[src/rtl/ctm_pkg.sv]
package ctm_pkg;
	// Register byte addresses on the Wishbone bus
	localparam logic [4:0] CTM_OFF_CTRL0 = 5'h00;
	localparam logic [4:0] CTM_OFF_CTRL1 = 5'h04;
	localparam logic [4:0] CTM_OFF_CNTL = 5'h08;
	localparam logic [4:0] CTM_OFF_CNTH = 5'h0c;
	localparam logic [4:0] CTM_OFF_CMPAL = 5'h10;
	localparam logic [4:0] CTM_OFF_CMPAH = 5'h14;
	localparam logic [4:0] CTM_OFF_STAT = 5'h18;
	// Values after reset
	localparam logic [7:0] CTM_RST_CTRL0 = 8'h00;
	localparam logic [7:0] CTM_RST_CTRL1 = 8'h00;
	localparam logic [9:0] CTM_RST_CMPA = 10'h000;
	// Counter geometry
	localparam int CTM_CNT_W = 10;
	localparam logic [9:0] CTM_CNT_MAX = 10'h3ff;
	localparam logic [10:0] CTM_FULL_SPAN = 11'h400;
	localparam int CTM_P_SHIFT = 7;
	// Status field positions
	localparam int CTM_STAT_A_BIT = 0;
	localparam int CTM_STAT_P_BIT = 1;
	// Clock divider terminal counts
	localparam logic [1:0] CTM_SYS_DIV_LAST = 2'h3;
	localparam logic [3:0] CTM_HS16_LAST = 4'hf;
	localparam logic [5:0] CTM_HS64_LAST = 6'h3f;
	// Clock source codes
	localparam logic [2:0] CTM_CK_SYS4 = 3'h0;
	localparam logic [2:0] CTM_CK_SYS = 3'h1;
	localparam logic [2:0] CTM_CK_HS16 = 3'h2;
	localparam logic [2:0] CTM_CK_HS64 = 3'h3;
	localparam logic [2:0] CTM_CK_TB = 3'h4;
	localparam logic [2:0] CTM_CK_NONE = 3'h5;
	localparam logic [2:0] CTM_CK_EXT_R = 3'h6;
	localparam logic [2:0] CTM_CK_EXT_F = 3'h7;
	// Output action codes
	localparam logic [1:0] CTM_IO_KEEP = 2'h0;
	localparam logic [1:0] CTM_IO_LOW = 2'h1;
	localparam logic [1:0] CTM_IO_HIGH = 2'h2;
	localparam logic [1:0] CTM_IO_TOGGLE = 2'h3;
	// Operating modes
	typedef enum logic [1:0] {
		CTM_MODE_CMP = 2'b00,
		CTM_MODE_UNDEF = 2'b01,
		CTM_MODE_PWM = 2'b10,
		CTM_MODE_TMR = 2'b11
	} ctm_mode_t;
	// First control register layout
	typedef struct packed {
		logic pause;
		logic [2:0] clk_sel;
		logic on;
		logic [2:0] period_match_bits;
	} ctm_ctrl0_t;
	// Second control register layout
	typedef struct packed {
		ctm_mode_t mode;
		logic [1:0] action;
		logic init_level;
		logic invert;
		logic duty_swap;
		logic clear_sel;
	} ctm_ctrl1_t;
	// Edge pulses from the external count input
	typedef struct packed {
		logic rise;
		logic fall;
	} ctm_edge_t;
endpackage : ctm_pkg

[src/rtl/ctm_edge_sync.sv]
`timescale 1ns/10ps
`default_nettype none
module ctm_edge_sync (
	// Clock and reset
	input wire logic clk_i,
	input wire logic rst_n_i,
	// Asynchronous pin
	input wire logic pin_i,
	// Edge pulses
	output ctm_pkg::ctm_edge_t edge_o
);
	import ctm_pkg::*;
	logic meta_r; // First stage, read only by the second
	logic sync_r; // Second stage, safe to use
	logic prev_r; // Delayed copy for edge detection

	// Two-stage synchroniser, then one more stage for the edge
	always_ff @(posedge clk_i or negedge rst_n_i) begin
		if (!rst_n_i) begin
			meta_r <= 1'b0;
			sync_r <= 1'b0;
			prev_r <= 1'b0;
		end else begin
			meta_r <= pin_i;
			sync_r <= meta_r;
			prev_r <= sync_r;
		end
	end

	// one pulse per edge
	// One assignment drives the whole struct, rise then fall
	assign edge_o = {sync_r & ~prev_r, ~sync_r & prev_r};
endmodule : ctm_edge_sync
`default_nettype wire

[src/rtl/ctm_tick_sel.sv]
`timescale 1ns/10ps
`default_nettype none
module ctm_tick_sel (
	// Clock and reset
	input wire logic clk_i,
	input wire logic rst_n_i,
	// Source selection and raw enables
	input wire logic [2:0] sel_i,
	input wire logic hs_tick_i,
	input wire logic tb_tick_i,
	input wire ctm_pkg::ctm_edge_t ext_i,
	// Selected count enable
	output logic tick_o
);
	import ctm_pkg::*;
	logic [1:0] sys_div_r; // Free-running divide by four
	logic [5:0] hs_div_r; // Counts high speed ticks

	// Dividers run always, so a source switch never waits for a restart
	always_ff @(posedge clk_i or negedge rst_n_i) begin
		if (!rst_n_i) begin
			sys_div_r <= 2'h0;
			hs_div_r <= 6'h00;
		end else begin
			sys_div_r <= sys_div_r + 2'h1;
			if (hs_tick_i) begin
				hs_div_r <= hs_div_r + 6'h01;
			end
		end
	end

	// Source multiplexer
	always_comb begin
		case (sel_i)
			CTM_CK_SYS4: tick_o = (sys_div_r == CTM_SYS_DIV_LAST);
			CTM_CK_SYS: tick_o = 1'b1;
			CTM_CK_HS16: tick_o = hs_tick_i && (hs_div_r[3:0] == CTM_HS16_LAST);
			CTM_CK_HS64: tick_o = hs_tick_i && (hs_div_r == CTM_HS64_LAST);
			CTM_CK_TB: tick_o = tb_tick_i;
			CTM_CK_EXT_R: tick_o = ext_i.rise;
			CTM_CK_EXT_F: tick_o = ext_i.fall;
			default: tick_o = 1'b0;
		endcase
	end
endmodule : ctm_tick_sel
`default_nettype wire

[src/rtl/ctm_top.sv]
// Function
// - Ten-bit up counter on selected clock
// - Comparator P checks counter bits nine to seven
// - Comparator A checks all ten bits
// - Software clears counter only via enable rise
// - Overflow or selected match clears counter
// - Pause holds value, resume continues
// - Clock source select codes
// - Code 101 gives no count clock
// - Enable rise clears and runs, fall holds
// - Enable rise restores initial output level in compare mode
// - P period is code times 128, zero 1024
// - P match clears when clear select zero
// - P code zero clears by overflow
// - Mode codes: compare, PWM, timer
// - A match pin action: keep, low, high, toggle
// - Action equal to initial level, no change
// - PWM action: inactive, active, waveform
// - Initial level or PWM active level
// - Invert flips pin, not in timer mode
// - Swap exchanges PWM period and duty roles
// - Clear select picks A or P/overflow
// - Low bytes pass through byte buffer
//
// Design decisions made here: the register addresses and the Wishbone interface to the registers.
`timescale 1ns/10ps
`default_nettype none
module ctm_top (
	// Clock and reset
	input wire logic clk_i,
	input wire logic rst_n_i,
	// Wishbone classic slave
	input wire logic wb_cyc_i,
	input wire logic wb_stb_i,
	input wire logic wb_we_i,
	input wire logic [4:0] wb_adr_i,
	input wire logic [3:0] wb_sel_i,
	input wire logic [31:0] wb_dat_i,
	output logic [31:0] wb_dat_o,
	output logic wb_ack_o,
	// Count sources
	input wire logic hs_tick_i,
	input wire logic tb_tick_i,
	input wire logic external_count_input_i,
	// Timer pins and events
	output logic output_pin_zero_o,
	output logic output_pin_one_o,
	output logic [1:0] match_flags_o
);
	import ctm_pkg::*;
	ctm_ctrl0_t ctrl0_r; // Clock, enable, pause, P code
	ctm_ctrl1_t ctrl1_r; // Mode and output setup
	logic [9:0] cnt_r; // The counter
	logic [9:0] cmpa_r; // Committed compare A value
	logic [7:0] cnt_buf_r; // Low byte buffer for counter reads
	logic [7:0] cmpa_buf_r; // Low byte buffer for compare A
	logic on_prev_r; // Enable of the previous cycle
	logic lvl_r; // Logical output level before inversion
	logic a_flag_r; // Sticky compare A event
	logic p_flag_r; // Sticky compare P event
	ctm_edge_t ext_edge; // Synchronised external edges
	logic tick; // Selected count enable
	logic on_rise; // Enable went low to high
	logic run; // Counter advances this cycle
	logic [10:0] cnt_inc; // Counter plus one, carry kept
	logic [10:0] p_span; // P match point in count clocks
	logic [10:0] pwm_period; // PWM period in count clocks
	logic [10:0] pwm_duty; // PWM duty in count clocks
	logic p_hit; // Comparator P match
	logic a_hit; // Comparator A match
	logic ovf; // Counter wraps past maximum
	logic clr; // Counter clears on this tick
	logic p_ev; // Event that sets the P flag
	logic pwm_act; // PWM waveform in its active phase
	logic pwm_lvl; // PWM pin level before inversion
	logic pin_nxt; // Next pin level
	logic bus_req; // New bus request this cycle
	logic [31:0] rd_nxt; // Read data for the answer

	// Register index decode shared by reads and writes
	function automatic logic is_reg(input logic [4:0] adr, input logic [4:0] off);
		is_reg = (adr[4:2] == off[4:2]);
	endfunction : is_reg
	// External pin synchroniser and edge detector
	ctm_edge_sync u_edge (
		.clk_i(clk_i),
		.rst_n_i(rst_n_i),
		.pin_i(external_count_input_i),
		.edge_o(ext_edge)
	);
	// Count clock selection and prescaling
	ctm_tick_sel u_tick (
		.clk_i(clk_i),
		.rst_n_i(rst_n_i),
		.sel_i(ctrl0_r.clk_sel),
		.hs_tick_i(hs_tick_i),
		.tb_tick_i(tb_tick_i),
		.ext_i(ext_edge),
		.tick_o(tick)
	);
	assign bus_req = wb_cyc_i && wb_stb_i && !wb_ack_o;
	assign on_rise = ctrl0_r.on && !on_prev_r;
	// pause and off both stop the count
	assign run = tick && ctrl0_r.on && !ctrl0_r.pause && !on_rise;
	assign cnt_inc = {1'b0, cnt_r} + 11'h001;
	// code zero means the full span
	assign p_span = (ctrl0_r.period_match_bits == 3'h0) ? CTM_FULL_SPAN :
		{1'b0, ctrl0_r.period_match_bits, 7'h00};
	// Match detection and counter clear selection
	always_comb begin
		pwm_period = p_span;
		pwm_duty = {1'b0, cmpa_r};
		if (ctrl1_r.duty_swap) begin
			pwm_period = (cmpa_r == 10'h000) ? CTM_FULL_SPAN : {1'b0, cmpa_r};
			pwm_duty = p_span;
		end
		p_hit = run && (cnt_inc[9:CTM_P_SHIFT] == ctrl0_r.period_match_bits) &&
			(cnt_inc[6:0] == 7'h00) && (ctrl0_r.period_match_bits != 3'h0) && !cnt_inc[10];
		a_hit = run && (cnt_inc[9:0] == cmpa_r) && (cmpa_r != 10'h000) && !cnt_inc[10];
		ovf = run && (cnt_r == CTM_CNT_MAX);
		case (ctrl1_r.mode)
			CTM_MODE_PWM: begin
				// Clear select is ignored here
				clr = run && (cnt_inc == pwm_period);
				p_ev = run && (cnt_inc == p_span);
			end
			default: begin
				// A match or P match and overflow
				if (ctrl1_r.clear_sel) begin
					clr = a_hit || ovf;
					p_ev = 1'b0;
				end else begin
					clr = p_hit || ovf;
					p_ev = p_hit || (ovf && (ctrl0_r.period_match_bits == 3'h0));
				end
			end
		endcase
	end
	always_ff @(posedge clk_i or negedge rst_n_i) begin
		if (!rst_n_i) begin
			cnt_r <= 10'h000;
			on_prev_r <= 1'b0;
		end else begin
			on_prev_r <= ctrl0_r.on;
			if (on_rise) begin
				cnt_r <= 10'h000;
			end else if (clr) begin
				cnt_r <= 10'h000;
			end else if (run) begin
				cnt_r <= cnt_inc[9:0];
			end
		end
	end

	// Sticky match flags; a new event beats a clear in the same cycle
	always_ff @(posedge clk_i or negedge rst_n_i) begin
		if (!rst_n_i) begin
			a_flag_r <= 1'b0;
			p_flag_r <= 1'b0;
		end else begin
			if (a_hit) begin
				a_flag_r <= 1'b1;
			end else if (bus_req && wb_we_i && wb_sel_i[0] && is_reg(wb_adr_i, CTM_OFF_STAT) &&
				wb_dat_i[CTM_STAT_A_BIT]) begin
				a_flag_r <= 1'b0;
			end
			if (p_ev) begin
				p_flag_r <= 1'b1;
			end else if (bus_req && wb_we_i && wb_sel_i[0] && is_reg(wb_adr_i, CTM_OFF_STAT) &&
				wb_dat_i[CTM_STAT_P_BIT]) begin
				p_flag_r <= 1'b0;
			end
		end
	end

	// Compare-match output level
	always_ff @(posedge clk_i or negedge rst_n_i) begin
		if (!rst_n_i) begin
			lvl_r <= 1'b0;
		end else if (ctrl1_r.mode == CTM_MODE_CMP) begin
			if (on_rise) begin
				lvl_r <= ctrl1_r.init_level;
			end else if (a_hit) begin
				// same level as now leaves pin unchanged
				case (ctrl1_r.action)
					CTM_IO_LOW: lvl_r <= 1'b0;
					CTM_IO_HIGH: lvl_r <= 1'b1;
					CTM_IO_TOGGLE: lvl_r <= ~lvl_r;
					default: lvl_r <= lvl_r;
				endcase
			end
		end
	end

	// PWM level; duty at or beyond the period gives a full active phase
	always_comb begin
		pwm_act = ({1'b0, cnt_r} < pwm_duty);
		// init level is the active level
		case (ctrl1_r.action)
			CTM_IO_LOW: pwm_lvl = ctrl1_r.init_level;
			CTM_IO_HIGH: pwm_lvl = pwm_act ? ctrl1_r.init_level : ~ctrl1_r.init_level;
			default: pwm_lvl = ~ctrl1_r.init_level;
		endcase
		case (ctrl1_r.mode)
			CTM_MODE_CMP: pin_nxt = lvl_r ^ ctrl1_r.invert;
			CTM_MODE_PWM: pin_nxt = pwm_lvl ^ ctrl1_r.invert;
			default: pin_nxt = 1'b0;
		endcase
	end

	// Pin outputs, registered; pin one is the complement when in use
	always_ff @(posedge clk_i or negedge rst_n_i) begin
		if (!rst_n_i) begin
			output_pin_zero_o <= 1'b0;
			output_pin_one_o <= 1'b0;
			match_flags_o <= 2'h0;
		end else begin
			output_pin_zero_o <= pin_nxt;
			output_pin_one_o <= (ctrl1_r.mode == CTM_MODE_CMP || ctrl1_r.mode == CTM_MODE_PWM) ?
				~pin_nxt : 1'b0;
			match_flags_o <= {p_flag_r, a_flag_r};
		end
	end

	// Control registers and compare A commit
	always_ff @(posedge clk_i or negedge rst_n_i) begin
		if (!rst_n_i) begin
			ctrl0_r <= CTM_RST_CTRL0;
			ctrl1_r <= CTM_RST_CTRL1;
			cmpa_r <= CTM_RST_CMPA;
		end else if (bus_req && wb_we_i && wb_sel_i[0]) begin
			if (is_reg(wb_adr_i, CTM_OFF_CTRL0)) begin
				ctrl0_r <= wb_dat_i[7:0];
			end
			if (is_reg(wb_adr_i, CTM_OFF_CTRL1)) begin
				ctrl1_r <= wb_dat_i[7:0];
			end
			// high write commits buffered low byte
			if (is_reg(wb_adr_i, CTM_OFF_CMPAH)) begin
				cmpa_r <= {wb_dat_i[1:0], cmpa_buf_r};
			end
		end
	end

	// Low byte buffers; unordered access returns stale bytes by design
	always_ff @(posedge clk_i or negedge rst_n_i) begin
		if (!rst_n_i) begin
			cnt_buf_r <= 8'h00;
			cmpa_buf_r <= 8'h00;
		end else if (bus_req) begin
			// low write or high read fills buffer
			if (wb_we_i && wb_sel_i[0] && is_reg(wb_adr_i, CTM_OFF_CMPAL)) begin
				cmpa_buf_r <= wb_dat_i[7:0];
			end else if (!wb_we_i && is_reg(wb_adr_i, CTM_OFF_CMPAH)) begin
				cmpa_buf_r <= cmpa_r[7:0];
			end
			if (!wb_we_i && is_reg(wb_adr_i, CTM_OFF_CNTH)) begin
				cnt_buf_r <= cnt_r[7:0];
			end
		end
	end

	// Read data selection; unmapped words read as zero
	always_comb begin
		rd_nxt = 32'h0000_0000;
		case (wb_adr_i[4:2])
			CTM_OFF_CTRL0[4:2]: rd_nxt[7:0] = ctrl0_r;
			CTM_OFF_CTRL1[4:2]: rd_nxt[7:0] = ctrl1_r;
			CTM_OFF_CNTL[4:2]: rd_nxt[7:0] = cnt_buf_r;
			CTM_OFF_CNTH[4:2]: rd_nxt[1:0] = cnt_r[9:8];
			CTM_OFF_CMPAL[4:2]: rd_nxt[7:0] = cmpa_buf_r;
			CTM_OFF_CMPAH[4:2]: rd_nxt[1:0] = cmpa_r[9:8];
			CTM_OFF_STAT[4:2]: rd_nxt[1:0] = {p_flag_r, a_flag_r};
			default: rd_nxt = 32'h0000_0000;
		endcase
	end

	// Bus answer: one wait state, ack for a single cycle
	always_ff @(posedge clk_i or negedge rst_n_i) begin
		if (!rst_n_i) begin
			wb_ack_o <= 1'b0;
			wb_dat_o <= 32'h0000_0000;
		end else begin
			wb_ack_o <= bus_req;
			wb_dat_o <= (bus_req && !wb_we_i) ? rd_nxt : 32'h0000_0000;
		end
	end
endmodule : ctm_top
`default_nettype wire

[config.mk]
export PLATFORM = sky130hd
export DESIGN_NAME = ctm_top
export DESIGN_NICKNAME = d
export VERILOG_FILES = /design/src/rtl/ctm_pkg.sv /design/src/rtl/ctm_edge_sync.sv /design/src/rtl/ctm_tick_sel.sv /design/src/rtl/ctm_top.sv
export SDC_FILE = /design/constraint.sdc
export NUM_CORES = 1
export LEC_CHECK = 0
export BUFFER_PORTS_ARGS = -buffer_cell sky130_fd_sc_hd__buf_2
export CORE_AREA = 2 2 122 124
export CTS_CLUSTER_DIAMETER = 120
export CTS_CLUSTER_SIZE = 30
export DETAILED_ROUTE_END_ITERATION = 10
export DIE_AREA = 0 0 124 126
export PLACE_DENSITY = 0.61
export SYNTH_ARGS = -nofsm -noshare
export SYNTH_HDL_FRONTEND = slang
export SYNTH_SLANG_ARGS = --single-unit
[constraint.sdc]
create_clock -name clk_i -period 2.9 [get_ports clk_i]
set_input_delay 0.145 -clock clk_i [delete_from_list [all_inputs] [get_ports clk_i]]
set_output_delay 0.145 -clock clk_i [all_outputs]
set_load 0.05 [all_outputs]
Word level (Yosys, flattened, before mapping)
Index checks and enable logic that the tools add are counted.
{"block": "op_classes", "addsub": 3, "n_lt_le_gt_ge": 1, "eq_ne": 24, "mux": 28, "n_bitwise": 9, "reduce_logical": 59}
{"op": "$mux 11", "count": 4}
{"op": "$mux 10", "count": 3}
{"op": "$logic_and 1x1->1", "count": 29}
{"op": "$mux 8", "count": 3}
{"op": "$pmux 6 s4", "count": 1}
{"op": "$eq 11x11->1", "count": 2}
{"op": "$eq 3x3->1 const B", "count": 6}
{"op": "$pmux 2 s7", "count": 1}
{"op": "$eq 3x2->1 const B", "count": 4}
{"op": "$mux 1", "count": 12}
{"op": "$add 10x1->11 const B", "count": 1}
{"op": "$lt 10x11->1", "count": 1}
{"op": "$eq 10x10->1", "count": 1}
{"op": "$eq 10x10->1 const B", "count": 1}
{"op": "$logic_not 10->1", "count": 1}
{"op": "$reduce_and 2->1", "count": 5}
{"op": "$reduce_bool 10->1", "count": 1}
{"op": "$logic_not 3->1", "count": 3}
{"op": "$eq 2x2->1 const B", "count": 4}
{"op": "$reduce_bool 2->1", "count": 4}
{"op": "$logic_not 7->1", "count": 1}
{"op": "$pmux 1 s7", "count": 1}
{"op": "$add 6x1->6 const B", "count": 1}
{"op": "$eq 3x1->1 const B", "count": 2}
{"op": "other kinds (16)", "count": 32}
{"block": "totals", "regBits": 80, "in_bits": 49, "out_inout_bits": 37, "wordCells": 152}

Depth between registers and ports, before layout
Gate-level depths: netlist of the first run.
{"block": "depth", "depth_word": 15, "mapped_depth": 11, "ltp_nobuf": 10}

Cells and area by module
Synthesis of the first run repeated with hierarchy kept, for this count alone.
{"block": "unflattened", "cells_unflattened": 497, "area_unflattened_um2": 4879.7}
{"module": "ctm_top", "instances": 1, "cells_per_inst": 460, "area_each_um2": 4415.5, "seq_area_each_um2": 1726.7}
{"module": "ctm_tick_sel", "instances": 1, "cells_per_inst": 32, "area_each_um2": 374.1, "seq_area_each_um2": 200.2}
{"module": "ctm_edge_sync", "instances": 1, "cells_per_inst": 5, "area_each_um2": 90.1, "seq_area_each_um2": 75.1}

Worst setup path after synthesis of the first run
No wires, ideal clock.
{"block": "synth_path", "path_kind": "register to register", "from": "register cnt_r[1]", "to": "register cnt_r[7]", "t_arrival_ns": 2.628, "setup_slack_ns": 0.135, "path_stages_with_launch": 12, "period_less_slack_ns": 2.765, "cell_sequence": "dfrtp_1 > ha_1 > buf_4 > nand3_2 > xor2_1 > o221ai_1 > or4_4 > nor4_4 > a211oi_2 > buf_6 > o2111ai_2 > o211ai_1"}
{"block": "synth_between", "elab_chain_cells": 11, "word_cells_on_any_way": 24, "cone_classes": "add/sub: 1; eq/ne: 4; mux: 5; reduce/logical: 14"}
{"item": "from (decl)", "line_no": "ctm_top.sv:53", "text": "logic [9:0] cnt_r;"}
{"item": "from (signal assigned)", "line_no": "ctm_top.sv:150", "text": "cnt_r <= cnt_inc[9:0];"}
{"item": "$add 10x1->11", "line_no": "ctm_top.sv:105", "text": "assign cnt_inc = {1'b0, cnt_r} + 11'h001;"}
{"item": "$eq 3x3->1", "line_no": "ctm_top.sv:117", "text": "p_hit = run && (cnt_inc[9:CTM_P_SHIFT] == ctrl0_r.period_match_bits) &&"}
{"item": "$logic_and 1x1->1 (2 in series)", "line_no": "ctm_top.sv:117"}
{"item": "$logic_and 1x1->1 (2 in series)", "line_no": "ctm_top.sv:118", "text": "(cnt_inc[6:0] == 7'h00) && (ctrl0_r.period_match_bits != 3'h0) && !cnt_inc[10];"}
{"item": "$logic_or 1x1->1", "line_no": "ctm_top.sv:133", "text": "clr = p_hit || ovf;"}
{"item": "$mux 1", "line_no": "ctm_top.sv:129", "text": "if (ctrl1_r.clear_sel) begin"}
{"item": "$mux 1", "line_no": "ctm_top.sv:121", "text": "case (ctrl1_r.mode)"}
{"item": "$mux 10", "line_no": "ctm_top.sv:147", "text": "end else if (clr) begin"}
{"item": "$mux 10", "line_no": "ctm_top.sv:145", "text": "if (on_rise) begin"}
Several ways; a longest one is shown, not always the timed one. The select of a mux whose other input is x is not followed.
A chain may end at the register's enable or synchronous reset.

Worst setup path in the final report of the first run
{"block": "layout_path", "from": "register u_tick.hs_div_r[1]", "to": "register cnt_r[6]"}
{"block": "layout_between", "elab_chain_cells": 15, "word_cells_on_any_way": 24, "cone_classes": "eq/ne: 2; mux: 5; reduce/logical: 17"}
{"item": "from (decl)", "line_no": "ctm_tick_sel.sv:17", "text": "logic [5:0] hs_div_r;"}
{"item": "from (signal assigned)", "line_no": "ctm_tick_sel.sv:27", "text": "hs_div_r <= hs_div_r + 6'h01;"}
{"item": "$eq 6x6->1 / $eq 4x4->1 (equally long branches)", "line_no": "ctm_tick_sel.sv:38, ctm_tick_sel.sv:37"}
{"item": "$logic_and 1x1->1 (on tied branches)", "line_no": "ctm_tick_sel.sv:38, ctm_tick_sel.sv:37"}
{"item": "$pmux 1 s7 (*)", "line_no": "ctm_tick_sel.sv:34", "text": "case (sel_i)"}
{"item": "$logic_and 1x1->1 (*) (3 in series)", "line_no": "ctm_top.sv:104", "text": "assign run = tick && ctrl0_r.on && !ctrl0_r.pause && !on_rise;"}
{"item": "$logic_and 1x1->1 (2 in series)", "line_no": "ctm_top.sv:117"}
{"item": "$logic_and 1x1->1 (2 in series)", "line_no": "ctm_top.sv:118"}
{"item": "$logic_or 1x1->1", "line_no": "ctm_top.sv:133"}
{"item": "$mux 1", "line_no": "ctm_top.sv:129"}
{"item": "$mux 1", "line_no": "ctm_top.sv:121"}
{"item": "$mux 10", "line_no": "ctm_top.sv:147"}
{"item": "$mux 10", "line_no": "ctm_top.sv:145"}
Every way passes the cells marked *; elsewhere a longest branch is shown, timed or not.

==> impl_metrics.csv, run 1 <==
group,metric,value,unit
sta,final.setup.tns,0,ps
clocking,cts.sinks,80,
clocking,cts_buffers,9,
sta,finalCritPeriodShare,95.8,%
cells_and_area,n_antenna_cell,0,
route,final_antenna_net_count,0,
global_routing,grt_max_degree,81,
synthesis,ys_seq_area_share,40.6,%
cells_and_area,multi_input_area,2710,sq um
global_routing,met2_usage,26.6,%
clocking,clockBufferDepth,2,
cells_and_area,num-fill-cells,1379,
placement,post-place-ws,-32.0,ps
cells_and_area,nNetsFinal,619,
worst_hold_path,holdCritPathClass,"input pin to async pin",
synthesis,syn-cell-area,4930,sq um
placement,place_inst,722,
placement,hpwlAfterDp,9330,microns
global_routing,use_met3,3.89,%
power_and_ir_drop,power.sequential.fraction,41.2,%
die,fp-row-count,44,
critical_path,r2r-start,"u_tick.hs_div_r[1]",
critical_path,regToRegSetupSlack,120,ps
sta,finalHoldViolCount,45,
sta,hold_ws,-30.2,ps
critical_path,critPathCaptureType,"flip-flop",
sta,slew_viol_final,0,
power_and_ir_drop,power_leakage,2.61,nW
power_and_ir_drop,pwr-share-comb,23.8,%
power_and_ir_drop,p_total,3.43,mW
critical_path,cp.arrival,2990,ps
synthesis,ys_warn_count,0,
power_and_ir_drop,switching_share,33.5,%
critical_path,start_kind,"flip-flop",
cells_and_area,final-seq-area,2000,sq um
sta,slew_headroom,32.8,%
sta,fin_ws,121,ps
outcome,violations,"hold timing",
die,io_pins,86,
clocking,clock_latency,350,ps
power_and_ir_drop,p_int,2.28,mW
run,maxCapViolations,0,
cells_and_area,final_cells,743,
synthesis,synth_cells,497,
global_routing,overflow,0,
synthesis,ys.flop_type,"dfrtp_1",
die,die-area,15600,sq um
sta,rsz0062_at_grt,"no",
global_routing,antenna_found_initial,0,
critical_path,crit_required,3110,ps
placement,portBuffers,32,
die,die_w,124,microns
critical_path,worstSetupPathType,"flip-flop to flip-flop",
route,num_vias,3879,
critical_path,r2r_end,"cnt_r[6]",
cells_and_area,syn2layout_area_growth,17.8,%
route,wl_per_cell,16.6,microns
die,start_util,34.4,%
synthesis,synth_edf_count,0,
global_routing,gr-usage-met1,22.1,%
synthesis,ys_async_sr_fraction,100,%
placement,place_area,5370,sq um
route,post_drt_via_cell_ratio,5.22,
global_routing,grt_pass1_wl,19800,microns
power_and_ir_drop,power.density,591,nW/um^2
route,routed_wl,12300,microns
outcome,status,"finished with violations",
route,drt_first_pass_iters,4,
sta,min_period,2780,ps
placement,gp_congestion,0.892,
route,drt-initial-drc-count,360,
global_routing,grt.busiest_layer,"met2",
route,drc,0,
critical_path,reg2regPathDepth,10,
die,chipHeight,126,microns
synthesis,synth.distinct_cells,74,
cells_and_area,post-route-util,40.5,%
clocking,path_clk_slew,70,ps
sta,setup_viol,0,
power_and_ir_drop,p_sw,1.15,mW
cells_and_area,layout-drive-gt1-share,27.2,%
sta,worst_pin_slew,1010,ps
cells_and_area,final_cell_area,5800,sq um
sta,fmax,0.360,GHz
clocking,tritoncts,"done",
die,core-area,14300,sq um
critical_path,cp_max_fo,11,
synthesis,postSynthAreaPerCell,9.91,sq um
global_routing,grt_pass1_vias,3711,
power_and_ir_drop,power.share.clock,35.0,%
clocking,htree_levels,3,
global_routing,globalRouteTotalUtil,16.7,%
clocking,root_buffer,"clkbuf_16",
power_and_ir_drop,max-vdd-ir-drop,0.000304,V
synthesis,ys_ff_latch,80,
sta,finClkSkew,4.12,ps
==> worst max path at each step <==
| stage | from | end | slack, ps | cells past startpoint |
|---|---|---|---|---|
| after floorplan | cnt_r[1] | cnt_r[7] | 140 | 11 |
| after global placement | cnt_r[0] | cnt_r[0] | 90 | 10 |
| after detailed placement | cnt_r[0] | cnt_r[6] | -30 | 10 |
| after CTS | cnt_r[0] | cnt_r[6] | 50 | 10 |
| after global routing | cnt_r[0] | output_pin_one_o | 5 | 9 |
| final | u_tick.hs_div_r[1] | cnt_r[6] | 120 | 10 |
==> power by group through the flow <==
stage                     clock network, mW  logic [mW]  registers [mW]
final                                  1.20       0.816            1.41
after global routing                   1.27       0.898            1.44
after CTS                              1.22       0.786            1.41
after detailed placement                  0       0.780            1.43
after global placement                    0       0.758            1.42
after floorplan                           0       0.538            1.44
==> registers in the layout, summed over array words and instances, names as in the netlist, 2 cells and up <==
register,count
u_tick.sys_div_r,2
cnt_buf_r,8
cnt_r,10
cmpa_buf_r,8
wb_dat_o,8
cmpa_r,10
match_flags_o,2
u_tick.hs_div_r,6
ctrl0_r,8
ctrl1_r,8
==> cell families (layout without fill, tap and decap cells) <==
group	Yosys count	after routing	synth area share [%]
other	1	24	0.0761
buffers and inverters	68	107	7.49
AOI/OAI and AO/OA	88	88	12.8
and+or+nand+nor	160	160	17.0
DFF	80	80	40.6
muxes	62	62	13.8
adders and majority gates	16	16	4.06
xor gates and xnor gates	22	22	4.19
==> metal layers <==
metal	routed length, microns	up-vias
li1	-	1849
met1	5670	1914
met2	5790	98
met3	616	18
met4	267	0
met5	0	-
==> critical path, stage by stage, from the launching register on <==
cell and delay, ps:
dfrtp_1 370, ha_2 210, nand4_4 130, o311ai_4 360
o2111ai_4 210, or3_4 420, nor4_4 310, a211oi_2 110
buf_6 160, o21ai_4 220, o211ai_1 130
==> repair_timing <==
item / CTS / global route
hold buffers: 1 / 0
cloned: 0 / 0
setup endpoints to repair: 5 / 12
resized for setup: 2 / 12
setup buffers: 0 / 4
hold endpoints to repair: 1 / 0
pin swaps: 0 / 5
==> final cells by class <==
type,count,share of cell area (%)
multi-input combinational,372,46.7
sequential,80,34.5
timing repair buffer,73,8.22
tap,184,3.97
clock buffer,9,3.88
clock inverter,7,1.49
inverter,18,1.16
==> Yosys cell counts (8+ instances only) <==
master	n	area share [%]
dfrtp_1	80	41
clkbuf_1	12	0.91
nand2_1	40	3.0
mux2_2	36	8.2
a31oi_1	9	1.1
nand3_1	15	1.5
ha_1	16	4.1
nor2_1	45	3.4
inv_1	18	1.4
a21oi_1	27	2.7
nor3_1	10	1.0
mux2i_1	25	5.1
buf_4	26	4.0
xnor2_1	16	2.8
o21ai_0	8	0.81
==> cells in the final DEF (no fill, tap or decap), types with 4 or more instances in the layout <==
| master | netlist | layout |
|---|---|---|
| o21ai_0 | 8 | 7 |
| a31oi_1 | 9 | 9 |
| o211ai_1 | 4 | 4 |
| buf_2 | 7 | 31 |
| xor2_1 | 5 | 4 |
| inv_1 | 18 | 18 |
| nand3_1 | 15 | 15 |
| nor3_1 | 10 | 10 |
| buf_4 | 26 | 40 |
| conb_1 | 1 | 24 |
| nor2b_1 | 7 | 7 |
| dfrtp_1 | 80 | 79 |
| nor2_1 | 45 | 45 |
| nand4_1 | 7 | 7 |
| o221ai_1 | 4 | 4 |
| xnor2_1 | 16 | 16 |
| clkbuf_16 | 0 | 9 |
| ha_1 | 16 | 14 |
| o2111ai_1 | 4 | 4 |
| a21oi_1 | 27 | 26 |
| mux2i_1 | 25 | 25 |
| nand2_1 | 40 | 40 |
| nor4_1 | 6 | 5 |
| mux2_2 | 36 | 36 |
No activity file was read; power rests on OpenSTA's default activity.
==> run 2, diff against run 1 <==
--- a/config.mk
+++ b/config.mk
@@ -12,6 +12,7 @@
 export DETAILED_ROUTE_END_ITERATION = 10
 export DIE_AREA = 0 0 124 126
 export PLACE_DENSITY = 0.61
+export SETUP_SLACK_MARGIN = 0.3
 export SYNTH_ARGS = -nofsm -noshare
 export SYNTH_HDL_FRONTEND = slang
 export SYNTH_SLANG_ARGS = --single-unit
==> run 2 against run 1 <==
  * The flow still finishes with violations (hold timing)
  * Flip-flop and latch count did not move
  * Largest power group unchanged
  * Worst hold slack lost 13 ps
  * Global-route usage about the same
==> impl_metrics.csv, run 2 (synthesis gave the netlist of run 1 again) <==
group,metric,value,unit
placement,hpwlAfterDp,9100,microns
power_and_ir_drop,p_int,2.32,mW
critical_path,worstSetupPathType,"flip-flop to flip-flop",
critical_path,startpoint,"ctrl0_r[4]",
clocking,tritoncts,"done",
sta,slew_headroom,31.4,%
outcome,violations,"hold timing",
placement,post-place-ws,-21.6,ps
clocking,path_clk_slew,70,ps
sta,min_period,2710,ps
route,num_vias,3928,
run,maxCapViolations,0,
sta,finalCritPeriodShare,93.6,%
clocking,cts_buffers,9,
cells_and_area,final_common_cell,"dfrtp_1",
cells_and_area,final_cell_mix,"dfrtp_1 (78), buf_4 (47), nor2_1 (45)",
global_routing,overflow,0,
power_and_ir_drop,power.share.clock,34.2,%
route,routed_wl,12400,microns
die,start_util,34.4,%
sta,hold_ws,-42.8,ps
clocking,clockBufferDepth,2,
critical_path,start_kind,"flip-flop",
global_routing,globalRouteTotalUtil,16.7,%
cells_and_area,final_cells,753,
placement,portBuffers,32,
die,fp-row-count,44,
critical_path,reg2regPathDepth,9,
cells_and_area,final-seq-area,2000,sq um
cells_and_area,nNetsFinal,629,
critical_path,r2r-start,"ctrl0_r[4]",
power_and_ir_drop,p_sw,1.17,mW
die,die-area,15600,sq um
power_and_ir_drop,power.density,579,nW/um^2
placement,place_inst,727,
clocking,root_buffer,"clkbuf_16",
die,die_w,124,microns
placement,gp_congestion,0.897,
global_routing,grt_pass1_vias,3824,
sta,rsz0062_at_grt,"yes",
global_routing,grt_max_degree,81,
cells_and_area,layout-drive-gt1-share,31.6,%
sta,setup_viol,0,
route,drc,0,
sta,finClkSkew,7.32,ps
global_routing,antenna_found_initial,0,
sta,fin_ws,187,ps
power_and_ir_drop,max-vdd-ir-drop,0.000303,V
route,post_drt_via_cell_ratio,5.22,
power_and_ir_drop,switching_share,33.5,%
clocking,cts.sinks,80,
clocking,htree_levels,3,
cells_and_area,multi_input_area,2840,sq um
global_routing,grt_pass1_wl,20200,microns
route,drt_first_pass_iters,4,
clocking,clock_latency,340,ps
sta,finalHoldViolCount,11,
worst_hold_path,holdCritPathClass,"input pin to async pin",
cells_and_area,syn2layout_area_growth,22.6,%
route,wl_per_cell,16.4,microns
critical_path,cp.arrival,2920,ps
sta,slew_viol_final,0,
critical_path,critPathCaptureType,"flip-flop",
cells_and_area,top_regs,"cmpa_r (10), cnt_r (10)",
cells_and_area,n_antenna_cell,0,
route,final_antenna_net_count,0,
power_and_ir_drop,power.sequential.fraction,40.7,%
power_and_ir_drop,pwr-share-comb,25.1,%
sta,fmax,0.369,GHz
cells_and_area,num-fill-cells,1358,
critical_path,cp_max_fo,11,
power_and_ir_drop,power_leakage,2.68,nW
outcome,status,"finished with violations",
critical_path,crit_required,3110,ps
route,drt-initial-drc-count,249,
die,io_pins,86,
die,core-area,14300,sq um
sta,worst_pin_slew,1030,ps
die,chipHeight,126,microns
[run 2: layout make-up]
cell class,instances,area share (%)
well taps,184,3.81
multi-input cells,372,47.0
clock inverters,7,1.47
repair buffers,83,9.62
inverters,18,1.18
flip-flops and latches,80,33.2
clock buffers,9,3.73
[run 2: metrics by stage]
step | hold slack [ps] | util, % | instance area, sq um | power, mW | TNS (ps)
floorplan | -151 | - | 5020 | 1.98 | 0
global placement | 253 | 38.0 | 5450 | 2.18 | 0
detailed placement | 272 | 38.0 | 5450 | 2.21 | -73.2
CTS | 26.1 | 41.5 | 5930 | 3.48 | 0
global route | 73.7 | 42.2 | 6040 | 3.70 | 0
finish | -42.8 | 42.2 | 6040 | 3.50 | 0
[run 2: final timing paths]
kind / to / slack (ps)
worst max-delay path: cnt_r[7] / 190
worst max register to register: cnt_r[7] / 190
worst min-delay path: cnt_r[1] / -40
min in group clk_i: u_tick.hs_div_r[0] / 80
max in group asynchronous: ctrl1_r[1] / 2220
worst min register to register: u_edge.sync_r / 370
[run 2: power groups by stage]
stage	Combinational, mW	Sequential [mW]	Clock, mW
global route	0.971	1.44	1.28
global placement	0.764	1.42	0
CTS	0.847	1.42	1.21
finish	0.876	1.42	1.20
detailed placement	0.783	1.43	0
floorplan	0.537	1.44	0
[run 2: per-layer routing]
layer  GRT usage [%]  wire (microns)  vias to the layer above
met5               0               0                        -
met1            21.9            5480                     1910
met4            6.61             384                        0
met3            3.94             655                       22
met2            26.5            5830                      129
li1                -               -                     1867
[run 2: repair_timing]
| item | CTS | global route |
|---|---|---|
| cloned | 0 | 0 |
| hold endpoints to repair | 1 | 0 |
| hold buffers | 1 | 0 |
| endpoints found under the setup margin | 13 | 13 |
| resized for setup | 23 | 16 |
| setup buffers | 4 | 5 |
| pin swaps | 3 | 5 |
[run 2: critical path, stage by stage, from the launching register on]
cell and delay (ps):
dfrtp_1 410, or3b_1 400, a21oi_2 210, o2111ai_4 190, or3_4 390, nor4_4 360, a211oi_2 140, buf_12 170
o21ai_4 190, o211ai_1 110
